==> src/urx_consts.vh <==
// Constants for the receive side of the serial port with address recognition.
// Assumes inclusion by bare name from the design files.
`ifndef URX_CONSTS_VH
`define URX_CONSTS_VH
// Register offsets on the plain register port
`define URX_OFF_CTRL 4'h0
`define URX_OFF_BUF 4'h1
`define URX_OFF_ADDR 4'h2
`define URX_OFF_MASK 4'h3
`define URX_OFF_PWR 4'h4
`define URX_OFF_BAUD 4'h5
// Serial control register fields
`define URX_CTRL_RI 0
`define URX_CTRL_RB8 2
`define URX_CTRL_REN 4
`define URX_CTRL_SM2 5
`define URX_CTRL_SM1 6
`define URX_CTRL_SM0 7
// Power control register field
`define URX_PWR_FESEL 6
// Reset values
`define URX_CTRL_RST 8'h00
`define URX_ADDR_RST 8'h00
`define URX_MASK_RST 8'h00
`define URX_BAUD_RST 16'h0000
// Oversampling
`define URX_OVS 16
`define URX_S1 4'h7
`define URX_S2 4'h8
`define URX_S3 4'h9
`endif

==> src/urx_core.v <==
// Receive side of an asynchronous serial port with address recognition.
// Assumes one clock, a plain register port and an asynchronous rx line.
// Notes on behaviour
// - With fe_select set, control bit 7 shows the framing error flag.
// - Frame starts on a falling edge, line sampled at sixteen times bit rate.
// - Falling edge resets the sixteenth counter to align bit boundaries.
// - Samples at states seven, eight, nine; majority of three wins.
// - A start bit sampled as one abandons the frame and hunts again.
// - 8-bit mode loads only if done flag clear and no filter or good stop.
// - 8-bit mode: stop bit to ninth flag, data to buffer, done flag set.
// - 9-bit modes receive with the same start and sampling scheme.
// - 9-bit modes load only if done flag clear and no filter or ninth one.
// - Failed 9-bit acceptance drops the frame, done flag stays clear.
// - 9-bit modes: ninth bit to ninth flag, eight data bits to buffer.
// - Multiproc enable has no effect in shift-register mode.
// - With filtering in 9-bit modes, only ninth-one bytes matching given or broadcast set done.
// - Given address is address register with mask zeros as don't care.
// - Broadcast address is address OR mask, zeros are don't care.
// - Reset clears address and mask registers, so every address byte matches.
// - Bad stop sets framing error; only software clears it.
// - Done flag set about halfway through the stop bit.
// - Reception runs only while receive enable is set.
`default_nettype none
`include "urx_consts.vh"
module urx_core #(
    parameter DATA_BITS = 8
) (
    input wire clk_i,
    input wire rst_i,
    input wire rxd_i,
    input wire [3:0] addr_i,
    input wire [7:0] wdata_i,
    input wire wr_i,
    input wire rd_i,
    output reg [7:0] rdata_o,
    output wire rx_done_flag_o,
    output wire framing_error_flag_o
);
    // Receive engine states: hunting for a start edge, checking the start
    // bit, shifting data bits (and the ninth bit in the 9-bit modes), and
    // waiting for the centre of the stop bit where the result is judged.
    // Binary codes keep the state register at two flops.
    localparam ST_IDLE = 2'h0;
    localparam ST_START = 2'h1;
    localparam ST_DATA = 2'h2;
    localparam ST_STOP = 2'h3;

    // Software-visible registers. The control register keeps mode, enable,
    // filter enable, ninth bit and done flag; bit 7 is shared between mode
    // select bit 0 and the framing error view, chosen by fe_select in the
    // power control register. The framing error flag lives apart so that
    // switching the view never loses it.
    // Only the divisor's low byte is writable; the high byte is held at zero.
    reg [7:0] serial_control_reg;
    reg [7:0] power_control_reg;
    reg [7:0] serial_buffer;
    reg [7:0] slave_address_reg;
    reg [7:0] slave_address_mask_reg;
    reg [15:0] baud_div_reg;
    reg framing_error_flag;
    reg [15:0] div_cnt_reg;
    reg [3:0] phase_reg;
    reg [1:0] state_reg;
    reg [3:0] bit_cnt_reg;
    reg [8:0] shift_reg;
    reg sync1_reg;
    reg sync2_reg;
    reg line_prev_reg;
    reg sample_done_reg;
    // Decoded control fields and internal strobes; all come from flops on
    // this clock, so no further synchronising is needed past the pin flops.
    // Names follow the control register fields they are cut from.
    wire sampled_bit;
    wire tick;
    wire fe_select;
    wire receive_enable;
    wire multiproc_enable;
    wire rx_done_flag;
    wire mode_select_bit0;
    wire mode_select_bit1;
    wire nine_bit_mode;
    wire async_mode;
    wire fall;
    wire center;
    wire [3:0] last_bit;
    wire addr_hit;
    wire accept;
    wire ctrl_wr;

    // Field taps. Mode bit 0 alone selects the 9-bit framing; any mode other
    // than the shift-register one counts as asynchronous. Mode bit 0 stays
    // in the control register even while bit 7 shows the framing error, so
    // the frame format does not change when the view is switched.
    assign fe_select = power_control_reg[`URX_PWR_FESEL];
    assign receive_enable = serial_control_reg[`URX_CTRL_REN];
    assign multiproc_enable = serial_control_reg[`URX_CTRL_SM2];
    assign rx_done_flag = serial_control_reg[`URX_CTRL_RI];
    assign mode_select_bit0 = serial_control_reg[`URX_CTRL_SM0];
    assign mode_select_bit1 = serial_control_reg[`URX_CTRL_SM1];
    assign nine_bit_mode = mode_select_bit0;
    assign async_mode = mode_select_bit0 | mode_select_bit1;
    assign rx_done_flag_o = rx_done_flag;
    assign framing_error_flag_o = framing_error_flag;
    assign ctrl_wr = wr_i && (addr_i == `URX_OFF_CTRL);

    // Masked compare of the received byte against one pattern
    // Care bits of zero are skipped; with all care bits zero any byte hits,
    // which is why cleared address and mask registers take every address.
    // Shared by the given and the broadcast compare.
    function match_fn;
        input [7:0] data;
        input [7:0] pattern;
        input [7:0] care;
        begin
            match_fn = ((data ^ pattern) & care) == 8'h00;
        end
    endfunction

    assign addr_hit = match_fn(shift_reg[7:0], slave_address_reg & slave_address_mask_reg,
                               slave_address_mask_reg) |
                      match_fn(shift_reg[7:0], slave_address_reg | slave_address_mask_reg,
                               slave_address_reg | slave_address_mask_reg);

    // Acceptance is judged at the stop bit centre. A set done flag always
    // blocks a load, so a slow reader loses later frames rather than having
    // its buffer overwritten. In 8-bit mode the filter looks at the stop bit,
    // in the 9-bit modes at the ninth bit and the address compare.
    // Acceptance for the 8-bit and the 9-bit modes
    assign accept = !rx_done_flag && (!multiproc_enable ||
                    (nine_bit_mode ? (shift_reg[8] && addr_hit) : sampled_bit));

    // Two flops on the pin before any logic reads it
    // The third flop only delays the synchronised level for edge detection.
    // All reset to the idle-high level, so reset never fakes a start edge.
    // Costs two clocks of latency, negligible against a bit time.
    always @(posedge clk_i or posedge rst_i) begin
        if (rst_i) begin
            sync1_reg <= 1'b1;
            sync2_reg <= 1'b1;
            line_prev_reg <= 1'b1;
        end else begin
            sync1_reg <= rxd_i;
            sync2_reg <= sync1_reg;
            line_prev_reg <= sync2_reg;
        end
    end

    assign fall = line_prev_reg & ~sync2_reg;

    // Sixteenth tick from the software divisor; zero means every clock
    // The divider is held at zero while idle, so the first tick after a
    // start edge comes a full divisor period later and phase zero starts
    // right at the edge. Changing the divisor mid-frame skews that frame.
    assign tick = (div_cnt_reg == baud_div_reg);
    always @(posedge clk_i or posedge rst_i) begin
        if (rst_i)
            div_cnt_reg <= 16'h0000;
        else if ((state_reg == ST_IDLE) || tick)
            div_cnt_reg <= 16'h0000;
        else
            div_cnt_reg <= div_cnt_reg + 16'h0001;
    end

    // Majority detector; it is cleared while idle so that samples from a
    // rejected start never leak into the next frame. Its decision is read
    // one clock after the third sample tick.
    urx_sampler u_sampler (
        .clk_i(clk_i),
        .rst_i(rst_i),
        .clear_i(state_reg == ST_IDLE),
        .tick_i(tick),
        .phase_i(phase_reg),
        .line_i(sync2_reg),
        .bit_o(sampled_bit)
    );

    // Decision is ready one clock after the third sample tick, at phase ten
    always @(posedge clk_i or posedge rst_i) begin
        if (rst_i)
            sample_done_reg <= 1'b0;
        else
            sample_done_reg <= tick && (phase_reg == `URX_S3);
    end
    assign center = sample_done_reg;
    // Data bits plus an optional ninth bit before the stop
    assign last_bit = nine_bit_mode ? DATA_BITS[3:0] : DATA_BITS[3:0] - 4'h1;

    // Receive engine. The phase counter advances on every tick and wraps
    // every sixteen ticks, one bit time. Clearing receive enable drops a
    // frame in flight at once; a half-received byte is never loaded.
    // The bit counter counts data bits plus the ninth bit when present.
    // The limitation: a line held low across the stop centre still ends the
    // frame there and is hunted again only after it has risen.
    // one receive engine for all async modes
    always @(posedge clk_i or posedge rst_i) begin
        if (rst_i) begin
            state_reg <= ST_IDLE;
            phase_reg <= 4'h0;
            bit_cnt_reg <= 4'h0;
            shift_reg <= 9'h000;
        end else begin
            if (tick)
                phase_reg <= phase_reg + 4'h1;
            case (state_reg)
                ST_IDLE: begin
                    if (fall && receive_enable && async_mode) begin
                        phase_reg <= 4'h0;
                        bit_cnt_reg <= 4'h0;
                        state_reg <= ST_START;
                    end
                end
                ST_START: begin
                    if (!receive_enable) begin
                        state_reg <= ST_IDLE;
                    end else if (center) begin
                        if (sampled_bit)
                            state_reg <= ST_IDLE;
                        else
                            state_reg <= ST_DATA;
                    end
                end
                ST_DATA: begin
                    if (!receive_enable) begin
                        state_reg <= ST_IDLE;
                    end else if (center) begin
                        // LSB first, shifted down from the top
                        if (nine_bit_mode)
                            shift_reg <= {sampled_bit, shift_reg[8:1]};
                        else
                            shift_reg <= {1'b0, sampled_bit, shift_reg[7:1]};
                        bit_cnt_reg <= bit_cnt_reg + 4'h1;
                        if (bit_cnt_reg == last_bit)
                            state_reg <= ST_STOP;
                    end
                end
                ST_STOP: begin
                    if (center || !receive_enable)
                        state_reg <= ST_IDLE;
                end
                default: state_reg <= ST_IDLE;
            endcase
        end
    end

    // Register writes and receive-side hardware updates; hardware set wins
    // The hardware updates come last in this block, so a software write to
    // the control register in the same cycle as a frame end loses the done
    // flag, ninth bit and framing error fields to the hardware values.
    // Unmapped writes are dropped without side effects.
    // Writing 1 to bit 7 under the error view leaves the flag as it is.
    always @(posedge clk_i or posedge rst_i) begin
        if (rst_i) begin
            serial_control_reg <= `URX_CTRL_RST;
            power_control_reg <= 8'h00;
            serial_buffer <= 8'h00;
            slave_address_reg <= `URX_ADDR_RST;
            slave_address_mask_reg <= `URX_MASK_RST;
            baud_div_reg <= `URX_BAUD_RST;
            framing_error_flag <= 1'b0;
        end else begin
            if (wr_i && addr_i == `URX_OFF_PWR)
                power_control_reg <= wdata_i;
            if (wr_i && addr_i == `URX_OFF_ADDR)
                slave_address_reg <= wdata_i;
            if (wr_i && addr_i == `URX_OFF_MASK)
                slave_address_mask_reg <= wdata_i;
            if (wr_i && addr_i == `URX_OFF_BAUD)
                baud_div_reg <= {8'h00, wdata_i};
            if (ctrl_wr) begin
                if (fe_select) begin
                    serial_control_reg[6:0] <= wdata_i[6:0];
                    if (!wdata_i[`URX_CTRL_SM0])
                        framing_error_flag <= 1'b0;
                end else begin
                    serial_control_reg <= wdata_i;
                end
            end
            if ((state_reg == ST_STOP) && center) begin
                if (!sampled_bit)
                    framing_error_flag <= 1'b1;
                if (accept) begin
                    serial_buffer <= shift_reg[7:0];
                    serial_control_reg[`URX_CTRL_RB8] <=
                        nine_bit_mode ? shift_reg[8] : sampled_bit;
                    serial_control_reg[`URX_CTRL_RI] <= 1'b1;
                end
            end
        end
    end

    // Read data, one cycle after the strobe; zero otherwise
    // Reads have no side effects, so the done flag is cleared only by a
    // write; returning zero outside the read slot keeps the bus quiet.
    always @(posedge clk_i or posedge rst_i) begin
        if (rst_i) begin
            rdata_o <= 8'h00;
        end else if (rd_i) begin
            case (addr_i)
                `URX_OFF_CTRL: rdata_o <= fe_select ?
                    {framing_error_flag, serial_control_reg[6:0]} : serial_control_reg;
                `URX_OFF_BUF: rdata_o <= serial_buffer;
                `URX_OFF_ADDR: rdata_o <= slave_address_reg;
                `URX_OFF_MASK: rdata_o <= slave_address_mask_reg;
                `URX_OFF_PWR: rdata_o <= power_control_reg;
                `URX_OFF_BAUD: rdata_o <= baud_div_reg[7:0];
                default: rdata_o <= 8'h00;
            endcase
        end else begin
            rdata_o <= 8'h00;
        end
    end
endmodule
`default_nettype wire

==> src/urx_sampler.v <==
// Majority-of-three bit detector driven by the 16x sample counter.
// Assumes a synchronised line input and a one-cycle tick per sixteenth.
`default_nettype none
`include "urx_consts.vh"
module urx_sampler (
    input wire clk_i,
    input wire rst_i,
    input wire clear_i,
    input wire tick_i,
    input wire [3:0] phase_i,
    input wire line_i,
    output reg bit_o
);
    reg [1:0] smp_reg;

    // Capture the first two samples, decide at the third
    always @(posedge clk_i or posedge rst_i) begin
        if (rst_i) begin
            smp_reg <= 2'h0;
            bit_o <= 1'b1;
        end else if (clear_i) begin
            smp_reg <= 2'h0;
        end else if (tick_i) begin
            if (phase_i == `URX_S1)
                smp_reg[0] <= line_i;
            if (phase_i == `URX_S2)
                smp_reg[1] <= line_i;
            if (phase_i == `URX_S3)
                bit_o <= (smp_reg[0] & smp_reg[1]) | (smp_reg[0] & line_i) |
                         (smp_reg[1] & line_i);
        end
    end
endmodule
`default_nettype wire

==> config.mk <==
export PLATFORM = sky130hd
export DESIGN_NAME = urx_core
export DESIGN_NICKNAME = d
export VERILOG_FILES = /design/src/urx_core.v /design/src/urx_sampler.v
export VERILOG_INCLUDE_DIRS = /design/src
export SDC_FILE = /design/constraint.sdc
export NUM_CORES = 1
export LEC_CHECK = 0
export BUFFER_PORTS_ARGS = -buffer_cell sky130_fd_sc_hd__buf_4
export CAP_MARGIN = 10
export CORE_UTILIZATION = 40
export CTS_CLUSTER_DIAMETER = 150
export DETAILED_ROUTE_END_ITERATION = 8
export HOLD_SLACK_MARGIN = 0.02
export PLACE_DENSITY = 0.56
export SKIP_CTS_REPAIR_TIMING = 1
export SLEW_MARGIN = 15
export SYNTH_ARGS = -nofsm -noshare
export SYNTH_HDL_FRONTEND = slang
export SYNTH_SLANG_ARGS = --single-unit
==> constraint.sdc <==
create_clock -name clk_i -period 4.1 [get_ports clk_i]
set_input_delay 0.205 -clock clk_i [delete_from_list [all_inputs] [get_ports clk_i]]
set_output_delay 0.205 -clock clk_i [all_outputs]
set_load 0.005 [all_outputs]
# After elaboration in Yosys (flattened, before gate mapping)
# Cells that the tools add are included.
# W data, S select, Z words.
word_totals:
  in_bits: 17
  reg_bits: 99
classes:
  n_bitwise: 17
  add_sub_neg: 3
  n_mux: 38
  reduce_logical: 33
  eq_ne: 20
op_table:
  columns: ["cell", "n"]
  rows:
  - ["$pmux W8 S6", 1]
  - ["$mux W4", 7]
  - ["$and A8 B8 Y8", 3]
  - ["$mux W2", 10]
  - ["$add A16 B1 Y16 const B", 1]
  - ["$eq A16 B8 Y1", 1]
  - ["$logic_not A8 Y1", 2]
  - ["$mux W16", 1]
  - ["$mux W8", 2]
  - ["$xor A8 B8 Y8", 2]
  - ["$mux W1", 13]
  - ["$eq A4 B3 Y1 const B", 3]
  - ["$logic_and A1 B1 Y1", 11]
  - ["$mux W9", 1]
  - ["$ne A3 B3 Y1 const B", 3]
  - ["$add A4 B1 Y4 const B", 2]
  - ["$eq A4 B2 Y1 const B", 2]
  - ["$eq A4 B4 Y1 const B", 2]
  - ["$ne A2 B2 Y1 const B", 4]
  - ["$or A8 B8 Y8", 1]
  - ["$pmux W2 S4", 1]
  - ["$pmux W4 S2", 1]
  - ["$reduce_and A2 Y1", 4]
  - ["$reduce_bool A2 Y1", 4]
  - ["15 further kinds", 29]

# Logic depth before layout (Yosys ltp)
# Gate-level depths: netlist (run 1).
logic_depth:
  ltp_word: 11
  depth_mapped: 7
  ltp_nobuf: 5

# Modules after synthesis
# Synthesis (run 1) repeated with hierarchy kept, for this count alone.
hier_totals:
  hier_cells: 402
  area_unflattened_um2: 4808.4
by_module_without_submodules:
  columns: ["module", "n_inst", "area_each_um2", "seq_area_each_um2", "cells_each"]
  rows:
  - ["urx_core", 1, 4600.7, 2406.1, 385]
  - ["urx_sampler", 1, 207.7, 76.3, 17]

# Worst setup path after synthesis (run 1)
# OpenSTA, ideal clock, no wires.
synth_path:
  path_type: "flip-flop to flip-flop"
  startpoint: "reg div_cnt_reg[11]"
  endpoint: "reg u_sampler.bit_o"
  path_buffers: 0
  path_stages_with_launch: 6
  path_slack_ns: 2.409
  t_arrival_ns: 1.608
  path_cell_list: "dfrtp_1 -> nor4_2 -> nand2_2 -> nor3_4 -> nand4_2 -> mux2_4"
synth_via:
  elab_chain_cells: 2
synth_lines:
  columns: ["element", "line", "source"]
  rows:
  - ["from (decl)", "urx_core.v:61", "reg [15:0] div_cnt_reg;"]
  - ["from (signal assigned)", "urx_core.v:161", "div_cnt_reg <= div_cnt_reg + 16'h0001;"]
  - ["$eq A16 B8 Y1", "urx_core.v:154", "assign tick = (div_cnt_reg == baud_div_reg);"]
  - ["$reduce_and A3 Y1 (no source line)", null, null]
  - ["to (signal assigned)", "urx_sampler.v:29", "bit_o <= (smp_reg[0] & smp_reg[1]) | (smp_reg[0] & line_i) |"]
  - ["to (decl)", "urx_sampler.v:12", "output reg bit_o"]
# No other way between the ends.
# A chain may end at the register's enable or synchronous reset.

# Worst setup path in the final report (run 1)
layout_path:
  startpoint: "reg state_reg[0]"
  endpoint: "reg phase_reg[2]"
layout_via:
  elab_chain_cells: 2
layout_lines:
  columns: ["element", "line", "source"]
  rows:
  - ["from (decl)", "urx_core.v:63", "reg [1:0] state_reg;"]
  - ["from (signal assigned)", "urx_core.v:197", "state_reg <= ST_IDLE;"]
  - ["from (signal assigned)", "urx_core.v:209", "state_reg <= ST_START;"]
  - ["from (signal assigned)", "urx_core.v:214", "state_reg <= ST_IDLE;"]
  - ["$logic_not A2 Y1", "urx_core.v:204", "case (state_reg)"]
  - ["$mux W4", "urx_core.v:204", null]
  - ["to (signal assigned)", "urx_core.v:203", "phase_reg <= phase_reg + 4'h1;"]
  - ["to (decl)", "urx_core.v:62", "reg [3:0] phase_reg;"]
# No other way between the ends.

==> results of run 1 <==
-- power by group through the flow --
stage	clock, mW	sequential (mW)	combinational, mW
floorplan	0	1.20	0.310
global placement	0	1.26	0.378
detailed placement	0	1.26	0.389
CTS	0.862	1.24	0.390
global route	0.902	1.26	0.434
finish	0.839	1.24	0.388
-- kinds of logic (layout without fill, tap and decap cells) --
family          Yosys count  count (layout)
simple gates            125             125
flops                    99              99
mux                      72              72
compound gates           54              54
xor+xnor                 32              32
buf+inv                  16              51
fa+ha+maj                 6               6
-- per-stage QoR --
stage | hold slack (ns) | worst slack [ns] | area (um2)
after floorplan | 0.209 | 1.31 | 4790
after global placement | 0.314 | 2.06 | 5130
after detailed placement | 0.315 | 2.07 | 5130
after CTS | -0.0473 | 2.04 | 5430
after global routing | 0.126 | 1.85 | 5440
final | 0.0444 | 2.09 | 5440
-- worst max path at each step --
stage / slack [ns] / end
after floorplan: 1.31 / baud_div_reg[0]
after global placement: 2.06 / bit_cnt_reg[0]
after detailed placement: 2.07 / phase_reg[2]
after CTS: 2.04 / phase_reg[2]
after global routing: 1.85 / bit_cnt_reg[0]
final: 2.09 / phase_reg[2]
-- cells in the final DEF, fill, tap and decap left out, types with 3 or more instances in the layout --
master / n
a21oi_1: 5
a221oi_1: 3
a222oi_1: 5
a22o_1: 8
a22oi_1: 4
and3_1: 5
buf_4: 27
clkbuf_16: 9
clkinv_2: 5
dfrtp_1: 95
dfstp_2: 4
ha_1: 5
inv_1: 6
mux2_2: 56
mux2i_1: 14
nand2_1: 27
nand3_1: 9
nand4_1: 5
nand4b_1: 3
nor2_1: 41
nor2b_1: 6
nor3_1: 6
o21ai_0: 14
o21bai_1: 3
xnor2_1: 16
xor2_1: 16
-- routing by layer --
metal,track usage (%),wire length [um],part of all wire [%],up-vias
met2,26.7,4660,43,54
met1,28.7,5500,51,1628
li1,-,-,-,1527
met5,0,0,0,-
met4,8.56,226,2.1,0
met3,3.43,399,3.7,16
-- area by class of cell --
class / instances / area (um2) / area share [%]
multi-input cells: 289 / 2240 / 41.2
repair buffers: 28 / 213 / 3.91
clock buffers: 10 / 239 / 4.39
well taps: 143 / 179 / 3.29
inverters: 7 / 28.8 / 0.529
clock inverters: 6 / 55.1 / 1.01
flip-flops and latches: 99 / 2480 / 45.6
-- cells in the mapped netlist, drive strengths merged, types with 2 or more instances --
cell type / instances / area [um2]
nand3b: 2 / 15.0
or3: 2 / 12.5
and3: 6 / 38.8
inv: 7 / 26.3
a21oi: 5 / 25.0
nor3b: 2 / 15.0
o21ai: 14 / 70.1
nand3: 9 / 45.0
xnor2: 16 / 140
and4: 2 / 20.0
clkbuf: 7 / 30.0
a221oi: 3 / 26.3
dfstp: 4 / 105
mux2: 58 / 657
nor2: 43 / 166
mux2i: 14 / 140
ha: 5 / 62.6
nand4: 6 / 43.8
o22ai: 2 / 12.5
a22o: 8 / 70.1
nor2b: 6 / 37.5
buf: 2 / 10.0
xor2: 16 / 140
o21bai: 3 / 22.5
nand4b: 3 / 26.3
o31ai: 3 / 50.1
dfrtp: 95 / 2380
a222oi: 5 / 50.1
a22oi: 4 / 30.0
nor3: 7 / 46.3
nand2: 28 / 108
o2111ai: 2 / 17.5
nor4: 4 / 61.3
-- worst register-to-register path, cell delays in order, from the launching register on --
cell and delay, ns:
dfrtp_1 0.45, or2_0 0.43, nor4_4 0.60, nand2b_1 0.18
a21oi_1 0.04, a31o_2 0.22
==> results.ini, run 1 <==
[logic_synthesis]
syn_nets = 426
synth_compound_area_share_pct = 8.67
synth_top_family_by_area = multiplexers
avgSynthCellArea_um2 = 11.9
synth_adder_area_share_pct = 1.51
synth-edff-count = 0
yosysWarnings = 0
syn-cell-area_mm2 = 0.00479
synth-simple-area-share_pct = 14.1
synth_seq_area_share_pct = 51.8
syn_inst = 404
post_synth_num_cell_types = 56
synth_flop_cell = dfrtp_1
synth-seq-cells = 99
synthArstFlopShare_pct = 100
synth_xor_xnor_area_share_pct = 5.85
synthMuxAreaShare_pct = 16.6

[timing]
slew_viol_final = 0
fin_crit_ns = 2.01
finClkSkew_ns = 0.00679
grt_setup_unrepaired = no
maxSlewHeadroom_pct = 40.1
finalHoldViolCount = 0
fin_setup_tns_ns = 0
fin_crit_sh_pct = 49.0
fmax_mhz = 498
worst_slew_pin_slew_ns = 0.898
setup_viol = 0

[power]
p_sw_uw = 687
p_seq_share_pct = 50.4
finalPower_mw = 2.47
ir_drop_v = 0.000232
switching_share_pct = 27.8
combPwrFrac_pct = 15.7
leakagePower_nw = 2.44
power.share.clock_pct = 34.0
cellPowerDensity_mw_per_mm2 = 454
power.internal_mw = 1.78

[grt]
grt_max_degree = 72
grt_first_pass_wirelength_mm = 18.0
overflow = 0
grt_pass1_vias = 3273
antenna_found_initial = 0
grt_usage_pct = 19.1

[route]
num_vias = 3225
viasPerCell = 5.54
first_pass_iters = 5
postRouteAntennaNets = 0
wire_per_inst_um = 18.5
finalWirelength_mm = 10.8
drc = 0
drt_iter0_drc = 250

[cts]
numCtsBuffers = 9
path_clk_slew_ns = 0.06
clock_sinks = 99
htreeDepth = 3
clock_latency_ns = 0.35
clockRootBuffer = clkbuf_16
cts_tree = built
clockBufferDepth = 2

[setup_path]
critPathTopFamily = simple AND/OR/NAND/NOR gates
critPathSlowestCell = nor4_4
slowest_delay_ns = 0.59
ff2ff_setup_slack_ns = 2.09
startpoint_type = register
crit_fanout = 10
critical_path_required_ns = 4.34
path_class = reg -> reg
cp_num_cells = 5
path_buf_inv = 0
crit_path_cell_trace = or2_0, nor4_4, nand2b_1, a21oi_1, a31o_2
startpoint = state_reg[0]
reg2reg_depth = 5
r2r-end = phase_reg[2]
r2r_start = state_reg[0]
cp.arrival_ns = 2.25
worst_setup_path_end_kind = register

[run_status]
status = completed

[placed_design]
post-dp-hpwl_mm = 7.74
place_inst = 565
portBuffers = 26
gp_congestion = 0.863

[hold_path]
hp-class = in -> async

[floorplan]
die_h_um = 111
num_rows = 39
ios = 27
fp.dieW_um = 111
die_area_mm2 = 0.0124
start_util_pct = 41.4
core_mm2 = 0.0116

[final_layout]
diodes = 0
stdcell_count = 582
drive_above_1_share_pct = 27.1
final_core_util_pct = 47.0
nets = 456
syn2layout_area_growth_pct = 13.5
fillers = 1044
largest_register_ffs = 16

[job]
drv_cap = 0

Note: power is estimated with default switching activity, not from simulation.
==> run 2: changes to the inputs <==
Clock period 4.1 ns to 2.1 ns, I/O delays scaled along.
==> run 2 against run 1 <==
  * Hold slack got worse by 0.017 ns
  * Combinational power rose by 98%
  * Via count rose by 1.1%
  * Sequential power rose by 96%
==> results.ini, run 2 (synthesized netlist as in run 1, its figures left out) <==
[power]
power.share.clock_pct = 34.6  ; was 34.0%
combPwrFrac_pct = 15.7  ; about the same
power.internal_mw = 3.51  ; was 1.78 mW
cellPowerDensity_mw_per_mm2 = 885  ; was 454 mW/mm2
leakagePower_nw = 2.47  ; was 2.44 nW
ir_drop_v = 0.000652  ; was 0.000232 V
p_sw_mw = 1.39  ; was 687 uW
p_seq_share_pct = 49.7  ; was 50.4%
switching_share_pct = 28.4  ; was 27.8%

[setup_path]
startpoint_type = register  ; unchanged
critPathSlowestCell = dfrtp_1  ; was nor4_4
critical_path_required_ns = 2.37  ; was 4.34 ns
cp.arrival_ns = 2.17  ; was 2.25 ns
critPathTopFamily = simple AND/OR/NAND/NOR gates  ; unchanged
crit_fanout = 8  ; was 10
slowest_delay_ns = 0.47  ; was 0.59 ns
path_buf_inv = 0  ; unchanged
path_class = reg -> reg  ; unchanged
worst_setup_path_end_kind = register  ; unchanged
crit_path_cell_trace = xnor2_1, nand4_1, nor3_4, nand4_2, mux2_4  ; was or2_0, nor4_4, nand2b_1, a21oi_1, a31o_2

[floorplan]
num_rows = 39  ; unchanged
core_mm2 = 0.0116  ; unchanged
die_area_mm2 = 0.0124  ; unchanged
ios = 27  ; unchanged
start_util_pct = 41.4  ; unchanged
fp.dieW_um = 111  ; unchanged
die_h_um = 111  ; unchanged

[cts]
clockBufferDepth = 2  ; unchanged
clockRootBuffer = clkbuf_16  ; unchanged
cts_tree = built  ; unchanged
htreeDepth = 3  ; unchanged
clock_latency_ns = 0.35  ; about the same
numCtsBuffers = 9  ; unchanged
path_clk_slew_ns = 0.07  ; was 0.06 ns
clock_sinks = 99  ; unchanged

[timing]
worst_slew_pin_slew_ns = 0.546  ; was 0.898 ns
fmax_mhz = 526  ; was 498 MHz
fin_crit_ns = 1.90  ; was 2.01 ns
finClkSkew_ns = 0.00733  ; was 0.00679 ns
finalHoldViolCount = 0  ; unchanged
maxSlewHeadroom_pct = 63.5  ; was 40.1%
setup_viol = 0  ; unchanged
slew_viol_final = 0  ; unchanged
grt_setup_unrepaired = no  ; unchanged
fin_setup_tns_ns = 0  ; unchanged
fin_crit_sh_pct = 90.5  ; was 49.0%
worst_hold_slack_ns = 0.0271  ; was 0.0444 ns

[route]
postRouteAntennaNets = 0  ; unchanged
first_pass_iters = 4  ; was 5
wire_per_inst_um = 18.8  ; was 18.5 um
num_vias = 3260  ; was 3225
viasPerCell = 5.52  ; was 5.54
finalWirelength_mm = 11.1  ; was 10.8 mm
drt_iter0_drc = 201  ; was 250
drc = 0  ; unchanged

[grt]
grt_first_pass_wirelength_mm = 18.4  ; was 18.0 mm
overflow = 0  ; unchanged
grt_max_degree = 67  ; was 72
grt_usage_pct = 19.4  ; was 19.1%
antenna_found_initial = 0  ; unchanged
grt_pass1_vias = 3288  ; was 3273

[placed_design]
post-dp-hpwl_mm = 7.95  ; was 7.74 mm
gp_congestion = 0.845  ; was 0.863
portBuffers = 26  ; unchanged

[run_status]
status = completed  ; unchanged

[final_layout]
syn2layout_area_growth_pct = 15.5  ; was 13.5%
nets = 465  ; was 456
multi_input_area_mm2 = 0.00224  ; unchanged
drive_above_1_share_pct = 28.3  ; was 27.1%
largest_register_ffs = 16  ; unchanged
seq_area_mm2 = 0.00248  ; unchanged
diodes = 0  ; unchanged
final_cell_mix = 95 x dfrtp_1, 56 x mux2_2, 41 x nor2_1, 34 x buf_4, 27 x nand2_1  ; was 95 x dfrtp_1, 56 x mux2_2, 41 x nor2_1, 27 x nand2_1, 27 x buf_4
layout_commonest_cell = dfrtp_1  ; unchanged
fillers = 1046  ; was 1044

[hold_path]
hp-class = in -> reg  ; was in -> async

[job]
drv_cap = 0  ; unchanged

run 2: power groups by stage:
stage | clock [mW] | combinational [mW] | sequential, mW
6_report | 1.69 | 0.769 | 2.43
5_1_grt | 1.83 | 0.854 | 2.46
4_1_cts | 1.74 | 0.778 | 2.42
3_5_place_dp | 0 | 0.774 | 2.46
3_3_place_gp | 0 | 0.761 | 2.45
2_1_floorplan | 0 | 0.606 | 2.34
run 2: worst paths after layout:
check / start / end / slack [ns] / cells after the start
worst min-delay path: wdata_i[4] / slave_address_reg[4] / 0.03 / 2
worst max register to register: div_cnt_reg[2] / u_sampler.bit_o / 0.20 / 5
max in group asynchronous: rst_i / sync1_reg / 0.99 / 4
min in group asynchronous: rst_i / bit_cnt_reg[1] / 0.37 / 3
worst min register to register: sync1_reg / sync2_reg / 0.37 / 0
worst max-delay path: div_cnt_reg[2] / u_sampler.bit_o / 0.20 / 5
run 2: final cells by class:
type	count	share of cell area, %
sequential	99	44.9
tap	143	3.23
timing repair buffer	37	5.34
multi-input combinational	289	40.5
clock buffer	10	4.32
inverter	7	0.543
clock inverter	6	1.15
run 2: per-layer routing:
layer / up-vias / track usage, % / wire length, um
li1: 1543 / - / -
met5: - / 0 / 0
met4: 0 / 8.65 / 231
met1: 1646 / 28.3 / 5510
met3: 16 / 2.99 / 415
met2: 55 / 28.7 / 4960
run 2: through the flow:
stage	setup slack [ns]	area (um2)	power (mW)	utilization, %	instances
final	0.200	5530	4.89	47.8	591
after global routing	0.0742	5530	5.14	47.8	591
after CTS	0.197	5510	4.94	47.7	589
after detailed placement	0.201	5210	3.23	45.0	573
after global placement	0.211	5210	3.21	45.0	573
after floorplan	0.409	4790	2.94	-	404
==> run 3: changes to the inputs <==
Settings changed: CORE_UTILIZATION 40 to 30, PLACE_DENSITY 0.56 to 0.45.
==> run 3 against run 2 <==
  * Maximum frequency fell by 0.12%
  * Wire length increased by 5.6%
  * Final area is 2.9% higher
  * Clock skew is 0.00067 ns higher
==> results.ini, run 3 (synthesized netlist as in run 1, its figures left out) <==
[run_status]
status = completed  ; unchanged

[route]
wire_per_inst_um = 17.4  ; was 18.8 um
first_pass_iters = 4  ; unchanged
num_vias = 3269  ; was 3260
viasPerCell = 4.86  ; was 5.52
finalWirelength_mm = 11.7  ; was 11.1 mm
postRouteAntennaNets = 0  ; unchanged
drt_iter0_drc = 151  ; was 201
drc = 0  ; unchanged

[grt]
grt_usage_pct = 15.9  ; was 19.4%
antenna_found_initial = 0  ; unchanged
grt_first_pass_wirelength_mm = 19.5  ; was 18.4 mm
grt_pass1_vias = 3419  ; was 3288
overflow = 0  ; unchanged
grt_max_degree = 67  ; unchanged

[power]
leakagePower_nw = 2.53  ; was 2.47 nW
power.internal_mw = 3.45  ; was 3.51 mW
combPwrFrac_pct = 17.2  ; was 15.7%
power.share.clock_pct = 32.8  ; was 34.6%
p_sw_mw = 1.35  ; was 1.39 mW
finalPower_mw = 4.80  ; was 4.89 mW
p_seq_share_pct = 50.0  ; was 49.7%
switching_share_pct = 28.1  ; was 28.4%
ir_drop_v = 0.000442  ; was 0.000652 V
cellPowerDensity_mw_per_mm2 = 843  ; was 885 mW/mm2

[setup_path]
path_buf_inv = 0  ; unchanged
critical_path_required_ns = 2.38  ; was 2.37 ns
crit_path_cell_trace = xnor2_1, nand4_1, nor3_4, nand4_2, mux2_4  ; unchanged
startpoint_type = register  ; unchanged
critPathTopFamily = simple AND/OR/NAND/NOR gates  ; unchanged
cp.arrival_ns = 2.18  ; was 2.17 ns
critPathSlowestCell = dfrtp_1  ; unchanged
crit_fanout = 8  ; unchanged
slowest_delay_ns = 0.47  ; about the same
reg2reg_depth = 5  ; unchanged
worst_setup_path_end_kind = register  ; unchanged
cp_num_cells = 5  ; unchanged
path_class = reg -> reg  ; unchanged

[final_layout]
final_cell_mix = 95 x dfrtp_1, 56 x mux2_2, 48 x buf_4, 41 x nor2_1, 27 x nand2_1  ; was 95 x dfrtp_1, 56 x mux2_2, 41 x nor2_1, 34 x buf_4, 27 x nand2_1
syn2layout_area_growth_pct = 18.9  ; was 15.5%
diodes = 0  ; unchanged
fin_area_mm2 = 0.00569  ; was 0.00553 mm2
largest_register_ffs = 16  ; unchanged
drive_above_1_share_pct = 29.7  ; was 28.3%
final_core_util_pct = 37.0  ; was 47.8%
stdcell_count = 673  ; was 591
nets = 479  ; was 465
layout_commonest_cell = dfrtp_1  ; unchanged

[floorplan]
fp.dieW_um = 128  ; was 111 um
start_util_pct = 31.2  ; was 41.4%
die_h_um = 128  ; was 111 um
ios = 27  ; unchanged
core_mm2 = 0.0154  ; was 0.0116 mm2
num_rows = 45  ; was 39
die_area_mm2 = 0.0165  ; was 0.0124 mm2

[timing]
slew_viol_final = 0  ; unchanged
fin_crit_sh_pct = 90.6  ; was 90.5%
worst_slew_pin_slew_ns = 0.541  ; was 0.546 ns
fin_crit_ns = 1.90  ; about the same
maxSlewHeadroom_pct = 63.9  ; was 63.5%
fin_setup_tns_ns = 0  ; unchanged
worst_hold_slack_ns = 0.0335  ; was 0.0271 ns
finalWorstSetupSlack_ns = 0.198  ; was 0.200 ns
grt_setup_unrepaired = no  ; unchanged
setup_viol = 0  ; unchanged
fmax_mhz = 526  ; about the same
finClkSkew_ns = 0.00801  ; was 0.00733 ns
finalHoldViolCount = 0  ; unchanged

[hold_path]
hp-class = in -> reg  ; unchanged
holdPathStages = 2  ; unchanged

[cts]
cts_tree = built  ; unchanged
path_clk_slew_ns = 0.07  ; about the same
clockBufferDepth = 2  ; unchanged
clock_sinks = 99  ; unchanged
clock_latency_ns = 0.35  ; about the same
clockRootBuffer = clkbuf_16  ; unchanged
htreeDepth = 3  ; unchanged
numCtsBuffers = 9  ; unchanged

[placed_design]
gp_congestion = 0.788  ; was 0.845
post_dp_cell_area_mm2 = 0.00540  ; was 0.00521 mm2
place_inst = 655  ; was 573
place_ws_ns = 0.176  ; was 0.201 ns
post-dp-hpwl_mm = 8.49  ; was 7.95 mm
portBuffers = 26  ; unchanged

[job]
drv_cap = 0  ; unchanged

-- run 3: changes by cell type in the layout (fill, tap and decap cells not counted), sizes merged --
| cell | previous run | this run |
|---|---|---|
| clkinvlp | 3 | 2 |
| bufinv | 1 | 0 |
| clkbuf | 10 | 15 |
| buf | 35 | 49 |
| clkinv | 2 | 0 |
| inv | 7 | 6 |
-- run 3: power by group through the flow --
stage	clock [mW]	sequential [mW]	combinational, mW
final	1.57	2.40	0.824
after global routing	1.73	2.44	0.927
after CTS	1.65	2.40	0.835
after floorplan	0	2.34	0.606
after detailed placement	0	2.43	0.831
after global placement	0	2.43	0.824
-- run 3: worst paths after layout --
kind                           startpoint               to  slack (ns)
setup reg to reg           div_cnt_reg[2]  u_sampler.bit_o        0.20
max in group asynchronous           rst_i     shift_reg[1]        1.32
setup / recovery           div_cnt_reg[2]  u_sampler.bit_o        0.20
hold reg to reg                 sync1_reg        sync2_reg        0.36
hold / removal                 wdata_i[1]  baud_div_reg[1]        0.03
min in group asynchronous           rst_i  baud_div_reg[1]        0.41
-- run 3: area by class of cell --
cell class / count / area [um2]
multi-input combinational: 289 / 2240
tap: 211 / 264
clock buffer: 15 / 268
fill: 1525 / 9680
inverter: 7 / 30.0
sequential: 99 / 2480
clock inverter: 1 / 7.51
timing repair buffer: 51 / 400
-- run 3: layer usage --
metal  up-vias  wire [um]  global-route usage [%]  share of wire [%]
li1       1567          -                       -                  -
met1      1634       5580                    21.5                 48
met2        59       5600                    25.0                 48
met3         9        426                    4.45                3.6
met4         0        130                    3.94                1.1
met5         -          0                       0                  0
